===== config.mk =====
export PLATFORM = sky130hd
export DESIGN_NAME = atp_adc_ctrl
export DESIGN_NICKNAME = d
export VERILOG_FILES = /design/src/rtl/atp_pkg.sv /design/src/rtl/atp_tick.sv /design/src/rtl/atp_edge.sv /design/src/rtl/atp_adc_ctrl.sv
export VERILOG_INCLUDE_DIRS = /design/src /design/src/rtl
export SDC_FILE = /design/constraint.sdc
export NUM_CORES = 1
export LEC_CHECK = 0
export BUFFER_PORTS_ARGS = -buffer_cell sky130_fd_sc_hd__buf_2
export CAP_MARGIN = 20
export CORE_MARGIN = 1.5
export CORE_UTILIZATION = 35
export DETAILED_ROUTE_END_ITERATION = 16
export PLACE_DENSITY = 0.6
export SETUP_SLACK_MARGIN = 0.4
export SLEW_MARGIN = 10
export SYNTH_ARGS = -nofsm -noshare
export SYNTH_HDL_FRONTEND = slang
export SYNTH_SLANG_ARGS = --single-unit

===== constraint.sdc =====
create_clock -name clock -period 3 [get_ports clock]
set_clock_uncertainty 0.15 [all_clocks]
set_input_delay 0.6 -clock clock [delete_from_list [all_inputs] [get_ports clock]]
set_output_delay 0.6 -clock clock [all_outputs]
set_load 0.1 [all_outputs]

===== src/rtl/atp_consts.svh =====
// Purpose: offsets, field positions, reset values and counts of the converter control
// Assumes: 8-bit register port, byte-wide registers
// Notes:   definitions only
`ifndef ATP_CONSTS_SVH
`define ATP_CONSTS_SVH

// ==========================================================
// register offsets
`define ATP_OFS_GLOBAL_INTERRUPT_CONTROL   8'h00
`define ATP_OFS_FLAGS1   8'h01
`define ATP_OFS_ENABLES1 8'h02
`define ATP_OFS_PRIO1    8'h03
`define ATP_OFS_FLAGS2   8'h04
`define ATP_OFS_ENABLES2 8'h05
`define ATP_OFS_PRIO2    8'h06
`define ATP_OFS_RESHI    8'h07
`define ATP_OFS_RESLO    8'h08
`define ATP_OFS_CTRL0    8'h09
`define ATP_OFS_CTRL1    8'h0a
`define ATP_OFS_CTRL2    8'h0b
`define ATP_OFS_PORT_A_PINS    8'h0c
`define ATP_OFS_PORT_A_DIRECTION    8'h0d
`define ATP_OFS_PORT_B_PINS    8'h0e
`define ATP_OFS_PORT_B_DIRECTION    8'h0f
`define ATP_OFS_PORT_B_LATCH     8'h10
`define ATP_OFS_PORT_E_PINS    8'h11
`define ATP_OFS_PORT_E_DIRECTION    8'h12
`define ATP_OFS_LATE     8'h13

// ==========================================================
// field positions
`define ATP_BIT_ENABLE   0
`define ATP_BIT_GO       1
`define ATP_BIT_DONE     6
`define ATP_BIT_SPP      7
`define ATP_BIT_ADFM     7

// ==========================================================
// reset values and masks
`define ATP_PORT_A_DIRECTION_RST    8'h7f
`define ATP_PORT_B_DIRECTION_RST    8'hff
`define ATP_PORT_E_DIRECTION_RST    8'h07
`define ATP_PCFG_ALL_AN  4'h0
`define ATP_PCFG_B_DIG   4'h7
`define ATP_CTRL0_MASK   8'h3f
`define ATP_CTRL1_MASK   8'h3f
`define ATP_CTRL2_MASK   8'hbf

// ==========================================================
// trigger and timing
`define ATP_MODE_TRIGGER 4'hb
`define ATP_CONV_TADS    5'd13
`define ATP_FRC_DIV      7'd16
`define ATP_NUM_CH       13

`endif


===== src/rtl/atp_pkg.sv =====
// Purpose: types of the converter control
// Assumes: nothing
// Notes:   constants live in atp_consts.svh
package atp_pkg;
  typedef enum logic [1:0] {
    ATP_IDLE = 2'b00,
    ATP_ACQ  = 2'b01,
    ATP_CONV = 2'b10
  } atp_state_t;
endpackage


===== src/rtl/atp_tick.sv =====
// Purpose: conversion clock tick, one cycle every divisor cycles
// Assumes: divisor of at least 1
// Notes:   restart realigns the first tick
`timescale 1ns/1ps
`default_nettype none
module atp_tick #(
  parameter int W = 7
) (
  input  wire logic         clock,
  input  wire logic         reset,
  input  wire logic         restart,
  input  wire logic [W-1:0] divisor,
  output logic              tick
);
  logic [W-1:0] count;

  always_ff @(posedge clock) begin
    if (reset || restart) begin
      count <= '0;
      tick  <= 1'b0;
    end else if (count >= divisor - W'(1)) begin
      count <= '0;
      tick  <= 1'b1;
    end else begin
      count <= count + W'(1);
      tick  <= 1'b0;
    end
  end
endmodule
`default_nettype wire


===== src/rtl/atp_edge.sv =====
// Purpose: one-cycle pulse on each rising edge of a level
// Assumes: input synchronous to clock
// Notes:   none
`timescale 1ns/1ps
`default_nettype none
module atp_edge (
  input  wire logic clock,
  input  wire logic reset,
  input  wire logic level,
  output logic      pulse
);
  logic last;

  always_ff @(posedge clock) begin
    if (reset) begin
      last <= 1'b0;
    end else begin
      last <= level;
    end
  end

  assign pulse = level & ~last;
endmodule
`default_nettype wire


===== src/rtl/atp_adc_ctrl.sv =====
// Purpose: converter control, pin configuration and trigger start
// Assumes: synchronous pins and straps, one clock
// Notes:   analog_code is the front end's digitised pin level
`include "atp_consts.svh"
`timescale 1ns/1ps
`default_nettype none
module atp_adc_ctrl
  import atp_pkg::*;
(
  input  wire logic        clock,
  input  wire logic        reset,
  input  wire logic [7:0]  addr,
  input  wire logic [7:0]  wdata,
  input  wire logic        wr,
  input  wire logic        rd,
  output logic      [7:0]  rdata,
  input  wire logic        event_trigger,
  input  wire logic [3:0]  compare_unit_mode_field,
  input  wire logic        port_b_pins_analog_reset_select,
  input  wire logic        reset_pin_enable_config,
  input  wire logic        port_a_bit_six_enable,
  input  wire logic        small_package,
  input  wire logic [11:0] analog_code,
  input  wire logic [6:0]  port_a_in,
  input  wire logic [7:0]  port_b_in,
  input  wire logic [3:0]  port_e_in,
  output logic      [6:0]  port_a_out,
  output logic      [6:0]  port_a_oe,
  output logic      [7:0]  port_b_out,
  output logic      [7:0]  port_b_oe,
  output logic      [2:0]  port_e_out,
  output logic      [2:0]  port_e_oe,
  output logic      [3:0]  sample_channel,
  output logic             sample_closed,
  output logic             timer_clear,
  output logic             irq
);
  // ==========================================================
  // registers
  atp_state_t  state;
  logic [7:0]  global_interrupt_control;
  logic [7:0]  flags1;
  logic [7:0]  enables1;
  logic [7:0]  prio1;
  logic [7:0]  flags2;
  logic [7:0]  enables2;
  logic [7:0]  prio2;
  logic [7:0]  res_hi;
  logic [7:0]  res_lo;
  logic [3:0]  analog_channel_select;
  logic        go;
  logic        converter_enable_bit;
  logic [1:0]  reference_source_select;
  logic [3:0]  port_analog_config;
  logic        adfm;
  logic [2:0]  acquisition_time_select;
  logic [2:0]  clock_select;
  logic [7:0]  dir_a;
  logic [7:0]  dir_b;
  logic [7:0]  dir_e;
  logic [6:0]  lat_a;
  logic [7:0]  lat_b;
  logic [2:0]  lat_e;
  logic [4:0]  tad_left;
  logic [11:0] held_code;
  logic [7:0]  next_rdata;
  logic        trig_pulse;
  logic        tad_tick;
  logic        start;
  logic        done;
  logic        trig_mode;
  logic [6:0]  tad_div;
  logic [4:0]  acq_tads;
  logic [12:0] an_mask;
  logic [4:0]  an_count;
  logic        sel_is_out;
  logic        sel_level;
  logic [11:0] conv_code;
  logic        wr_ctrl0;

  // ==========================================================
  // helpers
  atp_edge u_edge (
    .clock (clock),
    .reset (reset),
    .level (event_trigger),
    .pulse (trig_pulse)
  );

  atp_tick #(.W(7)) u_tick (
    .clock   (clock),
    .reset   (reset),
    .restart (start),
    .divisor (tad_div),
    .tick    (tad_tick)
  );

  always_comb begin
    case (clock_select)
      3'h0:    tad_div = 7'd2;
      3'h1:    tad_div = 7'd8;
      3'h2:    tad_div = 7'd32;
      3'h4:    tad_div = 7'd4;
      3'h5:    tad_div = 7'd16;
      3'h6:    tad_div = 7'd64;
      default: tad_div = `ATP_FRC_DIV;
    endcase
  end

  always_comb begin
    case (acquisition_time_select)
      3'h1:    acq_tads = 5'd2;
      3'h2:    acq_tads = 5'd4;
      3'h3:    acq_tads = 5'd6;
      3'h4:    acq_tads = 5'd8;
      3'h5:    acq_tads = 5'd12;
      3'h6:    acq_tads = 5'd16;
      3'h7:    acq_tads = 5'd20;
      default: acq_tads = 5'd0;
    endcase
  end

  // analog channel count from port configuration
  assign an_count = (port_analog_config < 4'h3) ? 5'd13 : 5'd15 - {1'b0, port_analog_config};

  always_comb begin
    for (int i = 0; i < `ATP_NUM_CH; i++) begin
      an_mask[i] = (5'(i) < an_count);
    end
  end

  // selected pin: direction and driven level
  always_comb begin
    case (analog_channel_select)
      4'h0:    {sel_is_out, sel_level} = {~dir_a[0], lat_a[0]};
      4'h1:    {sel_is_out, sel_level} = {~dir_a[1], lat_a[1]};
      4'h2:    {sel_is_out, sel_level} = {~dir_a[2], lat_a[2]};
      4'h3:    {sel_is_out, sel_level} = {~dir_a[3], lat_a[3]};
      4'h4:    {sel_is_out, sel_level} = {~dir_a[5], lat_a[5]};
      4'h5:    {sel_is_out, sel_level} = {~dir_e[0], lat_e[0]};
      4'h6:    {sel_is_out, sel_level} = {~dir_e[1], lat_e[1]};
      4'h7:    {sel_is_out, sel_level} = {~dir_e[2], lat_e[2]};
      4'h8:    {sel_is_out, sel_level} = {~dir_b[2], lat_b[2]};
      4'h9:    {sel_is_out, sel_level} = {~dir_b[3], lat_b[3]};
      4'ha:    {sel_is_out, sel_level} = {~dir_b[1], lat_b[1]};
      4'hb:    {sel_is_out, sel_level} = {~dir_b[4], lat_b[4]};
      4'hc:    {sel_is_out, sel_level} = {~dir_b[0], lat_b[0]};
      default: {sel_is_out, sel_level} = 2'b00;
    endcase
  end

  // driven output level converts as a rail
  assign conv_code = sel_is_out ? {12{sel_level}} : analog_code;

  // ==========================================================
  // start and sequencing
  assign wr_ctrl0  = wr && (addr == `ATP_OFS_CTRL0);
  assign trig_mode = (compare_unit_mode_field == `ATP_MODE_TRIGGER);
  // channel select and direction bits take no part here
  assign start = (state == ATP_IDLE) && converter_enable_bit &&
                 ((trig_pulse && trig_mode) ||
                  (wr_ctrl0 && wdata[`ATP_BIT_GO] && wdata[`ATP_BIT_ENABLE]));
  assign done  = (state == ATP_CONV) && tad_tick && (tad_left == 5'd1);

  always_ff @(posedge clock) begin
    if (reset || !converter_enable_bit) begin
      state    <= ATP_IDLE;
      tad_left <= 5'd0;
    end else begin
      case (state)
        ATP_IDLE: begin
          if (start && acq_tads == 5'd0) begin
            state    <= ATP_CONV;
            tad_left <= `ATP_CONV_TADS;
          end else if (start) begin
            state    <= ATP_ACQ;
            tad_left <= acq_tads;
          end
        end
        ATP_ACQ: begin
          if (wr_ctrl0 && !wdata[`ATP_BIT_GO]) begin
            state <= ATP_IDLE;
          end else if (tad_tick && tad_left == 5'd1) begin
            state    <= ATP_CONV;
            tad_left <= `ATP_CONV_TADS;
          end else if (tad_tick) begin
            tad_left <= tad_left - 5'd1;
          end
        end
        ATP_CONV: begin
          if (wr_ctrl0 && !wdata[`ATP_BIT_GO]) begin
            state <= ATP_IDLE;
          end else if (done) begin
            state <= ATP_IDLE;
          end else if (tad_tick) begin
            tad_left <= tad_left - 5'd1;
          end
        end
        default: state <= ATP_IDLE;
      endcase
    end
  end

  // holding capacitor disconnects as conversion begins
  always_ff @(posedge clock) begin
    if (reset) begin
      held_code <= 12'h000;
    end else if (state != ATP_CONV) begin
      held_code <= conv_code;
    end
  end

  // trigger clears the timer with or without the converter
  always_ff @(posedge clock) begin
    if (reset) begin
      timer_clear <= 1'b0;
    end else begin
      timer_clear <= trig_pulse && trig_mode;
    end
  end

  always_ff @(posedge clock) begin
    if (reset) begin
      sample_closed  <= 1'b0;
      sample_channel <= 4'h0;
    end else begin
      sample_closed  <= (state == ATP_ACQ) || (state == ATP_IDLE && converter_enable_bit);
      sample_channel <= analog_channel_select;
    end
  end

  // ==========================================================
  // control registers
  always_ff @(posedge clock) begin
    if (reset) begin
      analog_channel_select <= 4'h0;
      converter_enable_bit  <= 1'b0;
    end else if (wr_ctrl0) begin
      analog_channel_select <= wdata[5:2];
      converter_enable_bit  <= wdata[`ATP_BIT_ENABLE];
    end
  end

  always_ff @(posedge clock) begin
    if (reset) begin
      go <= 1'b0;
    end else if (start) begin
      go <= 1'b1;
    end else if (done || !converter_enable_bit || (wr_ctrl0 && !wdata[`ATP_BIT_GO])) begin
      go <= 1'b0;
    end
  end

  always_ff @(posedge clock) begin
    if (reset) begin
      reference_source_select <= 2'b00;
      // strap caught by the synchronous reset
      port_analog_config <= port_b_pins_analog_reset_select ? `ATP_PCFG_ALL_AN : `ATP_PCFG_B_DIG;
    end else if (wr && addr == `ATP_OFS_CTRL1) begin
      reference_source_select <= wdata[5:4];
      port_analog_config      <= wdata[3:0];
    end
  end

  always_ff @(posedge clock) begin
    if (reset) begin
      adfm                    <= 1'b0;
      acquisition_time_select <= 3'h0;
      clock_select            <= 3'h0;
    end else if (wr && addr == `ATP_OFS_CTRL2) begin
      adfm                    <= wdata[`ATP_BIT_ADFM];
      acquisition_time_select <= wdata[5:3];
      clock_select            <= wdata[2:0];
    end
  end

  always_ff @(posedge clock) begin
    if (reset) begin
      res_hi <= 8'h00;
      res_lo <= 8'h00;
    end else if (done) begin
      res_hi <= adfm ? {4'h0, held_code[11:8]} : held_code[11:4];
      res_lo <= adfm ? held_code[7:0] : {held_code[3:0], 4'h0};
    end else if (wr && addr == `ATP_OFS_RESHI) begin
      res_hi <= wdata;
    end else if (wr && addr == `ATP_OFS_RESLO) begin
      res_lo <= wdata;
    end
  end

  // ==========================================================
  // interrupt registers: done sets flags1, read clears it, set wins; the others load on write
  always_ff @(posedge clock) begin
    if (reset) begin
      flags1 <= 8'h00;
    end else if (done) begin
      flags1 <= flags1 | (8'h01 << `ATP_BIT_DONE);
    end else if (rd && addr == `ATP_OFS_FLAGS1) begin
      flags1 <= 8'h00;
    end
  end

  always_ff @(posedge clock) begin
    if (reset) begin
      global_interrupt_control   <= 8'h00;
      enables1 <= 8'h00;
      prio1    <= 8'h00;
      flags2   <= 8'h00;
      enables2 <= 8'h00;
      prio2    <= 8'h00;
    end else if (wr) begin
      case (addr)
        `ATP_OFS_GLOBAL_INTERRUPT_CONTROL:   global_interrupt_control   <= wdata;
        `ATP_OFS_ENABLES1: enables1 <= wdata;
        `ATP_OFS_PRIO1:    prio1    <= wdata;
        `ATP_OFS_FLAGS2:   flags2   <= wdata;
        `ATP_OFS_ENABLES2: enables2 <= wdata;
        `ATP_OFS_PRIO2:    prio2    <= wdata;
        default:           global_interrupt_control   <= global_interrupt_control;
      endcase
    end
  end

  always_ff @(posedge clock) begin
    if (reset) begin
      irq <= 1'b0;
    end else begin
      irq <= |(flags1 & enables1);
    end
  end

  // ==========================================================
  // port registers
  always_ff @(posedge clock) begin
    if (reset) begin
      dir_a  <= `ATP_PORT_A_DIRECTION_RST;
      dir_b  <= `ATP_PORT_B_DIRECTION_RST;
      dir_e  <= `ATP_PORT_E_DIRECTION_RST;
      lat_a  <= 7'h00;
      lat_b  <= 8'h00;
      lat_e  <= 3'h0;
    end else if (wr) begin
      case (addr)
        `ATP_OFS_PORT_A_DIRECTION: dir_a  <= wdata & `ATP_PORT_A_DIRECTION_RST;
        `ATP_OFS_PORT_B_DIRECTION: dir_b  <= wdata;
        `ATP_OFS_PORT_E_DIRECTION: dir_e  <= wdata & `ATP_PORT_E_DIRECTION_RST;
        `ATP_OFS_PORT_A_PINS: lat_a  <= wdata[6:0];
        `ATP_OFS_PORT_B_PINS: lat_b  <= wdata;
        `ATP_OFS_PORT_B_LATCH:  lat_b  <= wdata;
        `ATP_OFS_PORT_E_PINS: lat_e  <= wdata[2:0];
        `ATP_OFS_LATE:  lat_e  <= wdata[2:0];
        default:        lat_b  <= lat_b;
      endcase
    end
  end

  // port a bit six drives only when the oscillator frees it
  always_ff @(posedge clock) begin
    if (reset) begin
      port_a_out <= 7'h00;
      port_a_oe  <= 7'h00;
      port_b_out <= 8'h00;
      port_b_oe  <= 8'h00;
      port_e_out <= 3'h0;
      port_e_oe  <= 3'h0;
    end else begin
      port_a_out <= lat_a & {port_a_bit_six_enable, 6'h3f};
      port_a_oe  <= ~dir_a[6:0] & {port_a_bit_six_enable, 6'h3f};
      port_b_out <= lat_b;
      port_b_oe  <= ~dir_b;
      port_e_out <= small_package ? 3'h0 : lat_e;
      port_e_oe  <= small_package ? 3'h0 : ~dir_e[2:0];
    end
  end

  // ==========================================================
  // read back
  always_comb begin
    next_rdata = 8'h00;
    case (addr)
      `ATP_OFS_GLOBAL_INTERRUPT_CONTROL:   next_rdata = global_interrupt_control;
      `ATP_OFS_FLAGS1:   next_rdata = flags1 & {~small_package, 7'h7f};
      `ATP_OFS_ENABLES1: next_rdata = enables1 & {~small_package, 7'h7f};
      `ATP_OFS_PRIO1:    next_rdata = prio1 & {~small_package, 7'h7f};
      `ATP_OFS_FLAGS2:   next_rdata = flags2;
      `ATP_OFS_ENABLES2: next_rdata = enables2;
      `ATP_OFS_PRIO2:    next_rdata = prio2;
      `ATP_OFS_RESHI:    next_rdata = res_hi;
      `ATP_OFS_RESLO:    next_rdata = res_lo;
      // top bits unimplemented
      `ATP_OFS_CTRL0:    next_rdata = {2'b00, analog_channel_select, go, converter_enable_bit};
      `ATP_OFS_CTRL1:    next_rdata = {2'b00, reference_source_select, port_analog_config};
      `ATP_OFS_CTRL2:    next_rdata = {adfm, 1'b0, acquisition_time_select, clock_select};
      `ATP_OFS_PORT_A_PINS:    next_rdata = {1'b0, port_a_in[6] & port_a_bit_six_enable,
                                       port_a_in[5] & ~an_mask[4], port_a_in[4],
                                       port_a_in[3:0] & ~an_mask[3:0]};
      `ATP_OFS_PORT_A_DIRECTION:    next_rdata = {1'b0, dir_a[6] & port_a_bit_six_enable, dir_a[5:0]};
      `ATP_OFS_PORT_B_PINS:    next_rdata = {port_b_in[7:5], port_b_in[4] & ~an_mask[11],
                                       port_b_in[3] & ~an_mask[9], port_b_in[2] & ~an_mask[8],
                                       port_b_in[1] & ~an_mask[10], port_b_in[0] & ~an_mask[12]};
      `ATP_OFS_PORT_B_DIRECTION:    next_rdata = dir_b;
      `ATP_OFS_PORT_B_LATCH:     next_rdata = lat_b;
      `ATP_OFS_PORT_E_PINS:    next_rdata = small_package ? 8'h00 :
                                      {4'h0, port_e_in[3] & ~reset_pin_enable_config,
                                       port_e_in[2:0] & ~an_mask[7:5]};
      `ATP_OFS_PORT_E_DIRECTION:    next_rdata = small_package ? 8'h00 : {5'h00, dir_e[2:0]};
      `ATP_OFS_LATE:     next_rdata = small_package ? 8'h00 : {5'h00, lat_e};
      default:           next_rdata = 8'h00;
    endcase
  end

  always_ff @(posedge clock) begin
    if (reset) begin
      rdata <= 8'h00;
    end else begin
      rdata <= rd ? next_rdata : 8'h00;
    end
  end
endmodule
`default_nettype wire


==> impl_metrics.env <==
export IMPL_fmax_mhz=412.2
export IMPL_num_vias=8139
export IMPL_antenna_cells=0
export IMPL_drt_initial_drc_count=1111
export IMPL_track_usage_pct=22.43
export IMPL_start_kind="primary input"
export IMPL_clkLatencyLatePin_ns=0.44
export IMPL_fillers=2599
export IMPL_period_share_pct=80.87
export IMPL_yosys_warnings=0
export IMPL_power_density_mw_per_mm2=505.6
export IMPL_antenna_found_initial=0
export IMPL_async_flop_share_pct=0
export IMPL_cts_root_buf="clkbuf_16"
export IMPL_finalWorstSetupSlack_ns=0.5738
export IMPL_layoutNonFillerInstCount=1451
export IMPL_status="complete, no violations"
export IMPL_drive_above_1_share_pct=19.44
export IMPL_postCtsSetupBuffers=0
export IMPL_ctsResizeCount=0
export IMPL_syn_avg_cell_area_um2=9.181
export IMPL_top_register="held_code"
export IMPL_period_minus_slack_ns=2.426
export IMPL_crit_type="in -> reg"
export IMPL_largest_reg_flops=12
export IMPL_routedWlPerCell_um=20.89
export IMPL_core_area_mm2=0.02591
export IMPL_rows=59
export IMPL_ys_ff_latch=199
export IMPL_setup_violations_final=0
export IMPL_holdBufCountCts=0
export IMPL_syn_num_nets=1076
export IMPL_hold_viol=0
export IMPL_die_w_um=165.2
export IMPL_timing_slew_headroom_pct=43.83
export IMPL_tightest_slew_ns=0.8389
export IMPL_drv_slew=0
export IMPL_grt_setup_unrepaired="false"
export IMPL_ctsLongestPathBuffers=2
export IMPL_p_leak_nw=4.536
export IMPL_grt_max_degree=155
export IMPL_grt_pass1_wl_um=45500
export IMPL_synthTopCellsByArea="dfxtp_1 42%, mux2i_1 13%, nor2_1 5.1%"
export IMPL_cap_violations=0
export IMPL_tns_ns=0
export IMPL_dp_cells=1419
export IMPL_synthToLayoutAreaGrowth_pct=18.33
export IMPL_synth_top_area_share_pct=42.39
export IMPL_hp_class="in -> reg"
export IMPL_cp_required_ns=3.20
export IMPL_totalWireLength_um=30310
export IMPL_end_kind="register"
export IMPL_die_h_um=165.2
export IMPL_pre_cts_ws_ns=0.1346
export IMPL_seq_area_frac_synth_pct=43.70
export IMPL_cts_max_level=4
export IMPL_cts_made_buffers=17
export IMPL_vdd_drop_max_v=0.0003974
export IMPL_start_util_pct=35.54
export IMPL_first_pass_iters=6
export IMPL_synth_edff_count=4
export IMPL_clock_sinks=199
export IMPL_dpl_hpwl_um=21650
export IMPL_drc=0
export IMPL_layout_nets=1176
export IMPL_synth_largest_area_cell="dfxtp_1"
export IMPL_die_area_mm2=0.02729
export IMPL_ys_flop_type="dfxtp_1"
export IMPL_crit_arrival_ns=2.62
export IMPL_gp_congestion=0.9488
export IMPL_io_buffers=110
export IMPL_power_mw=5.510
export IMPL_syn_inst=1003
export IMPL_ios=111
export IMPL_mappedNetlistArea_mm2=0.009209
export IMPL_clkTransAtPathRegs_ns=0.07
export IMPL_grt_ovfl_total=0
export IMPL_viasPerCell=5.609
export IMPL_crit_path_max_fanout=7
export IMPL_cts_tree="built"
export IMPL_grt_pass1_vias=7466
export IMPL_ant_nets=0
export IMPL_ys_types=73
## stage by stage
step	hold slack [ns]	utilization (%)	area, um2
2_1_floorplan	0.2601	-	9218
3_3_place_gp	0.2867	39.71	10290
3_5_place_dp	0.2828	39.71	10290
4_1_cts	0.2341	42.05	10900
5_1_grt	0.2467	42.05	10900
6_report	0.2464	42.05	10900
## cells in the mapped netlist, types with 8 or more instances
cell type / number
dfxtp_1: 195
nor2_1: 124
mux2i_1: 121
nand2_1: 68
clkbuf_1: 66
a21oi_1: 44
nand3_1: 41
a211oi_1: 37
nor2b_1: 34
o21ai_0: 23
inv_1: 14
a31oi_1: 13
ha_1: 13
nor3_1: 12
and3_1: 11
nor4_1: 11
a221oi_1: 8
nand3b_1: 8
nor3b_1: 8
nor4b_1: 8
## kinds of logic (layout without fill, tap and decap cells)
logic type | Yosys count | after routing | synth area share [%]
other | 1 | 1 | 0.04072
DFF | 199 | 199 | 43.70
buffers and inverters | 92 | 205 | 3.831
and+or+nand+nor | 366 | 366 | 19.82
adders and majority gates | 13 | 13 | 1.766
xor gates and xnor gates | 7 | 7 | 0.6658
muxes | 134 | 134 | 15.60
AOI/OAI and AO/OA | 191 | 191 | 14.58
## routing by layer
metal	global-route usage, %	wire length (um)	vias up
met1	30.49	13360	3904
met5	0	0	-
met4	8.559	833	0
li1	-	-	3826
met3	4.471	2359	47
met2	34.88	13760	362
## final cells by class
| type | count | area [um2] | area share, % |
|---|---|---|---|
| multi-input combinational | 712 | 4838 | 44.40 |
| sequential | 199 | 4024 | 36.93 |
| timing repair buffer | 158 | 950.9 | 8.727 |
| clock buffer | 17 | 425.4 | 3.904 |
| tap | 335 | 419.2 | 3.847 |
| clock inverter | 15 | 182.7 | 1.676 |
| inverter | 15 | 56.30 | 0.5167 |
## placed cells by master, fill, tap and decap left out, types with 13 or more instances in the layout
cell type / Yosys / layout
a211oi_1: 37 / 37
a21oi_1: 44 / 44
a31oi_1: 13 / 13
buf_2: 5 / 109
buf_4: 0 / 46
clkbuf_16: 0 / 17
dfxtp_1: 195 / 195
ha_1: 13 / 13
inv_1: 14 / 14
mux2i_1: 121 / 121
nand2_1: 68 / 68
nand3_1: 41 / 41
nor2_1: 124 / 124
nor2b_1: 34 / 34
o21ai_0: 23 / 23
## critical path, cell delays in order
cell	delay [ns]
buf_2	0.14
or4_1	0.69
or4_4	0.51
a211oi_4	0.32
a211oi_1	0.13
a211oi_1	0.23
## report_power, final
| group | switching (mW) | total (mW) | internal, mW |
|---|---|---|---|
| clock | 1.15 | 2.42 | 1.27 |
| combinational | 0.244 | 0.377 | 0.133 |
| sequential | 0.0402 | 2.71 | 2.67 |
| total | 1.43 | 5.51 | 4.08 |
## path summary, 6_finish.rpt
| kind | cells after the start | start | endpoint | slack, ns |
|---|---|---|---|---|
| setup / recovery | 6 | addr[4] | tad_left[3] | 0.57 |
| hold / removal | 2 | event_trigger | u_edge.last | 0.25 |
| setup reg to reg | 6 | analog_channel_select[1] | held_code[3] | 0.62 |
| hold reg to reg | 1 | dir_b[6] | port_b_oe[6] | 0.30 |
(Power assumes the default switching activity.)
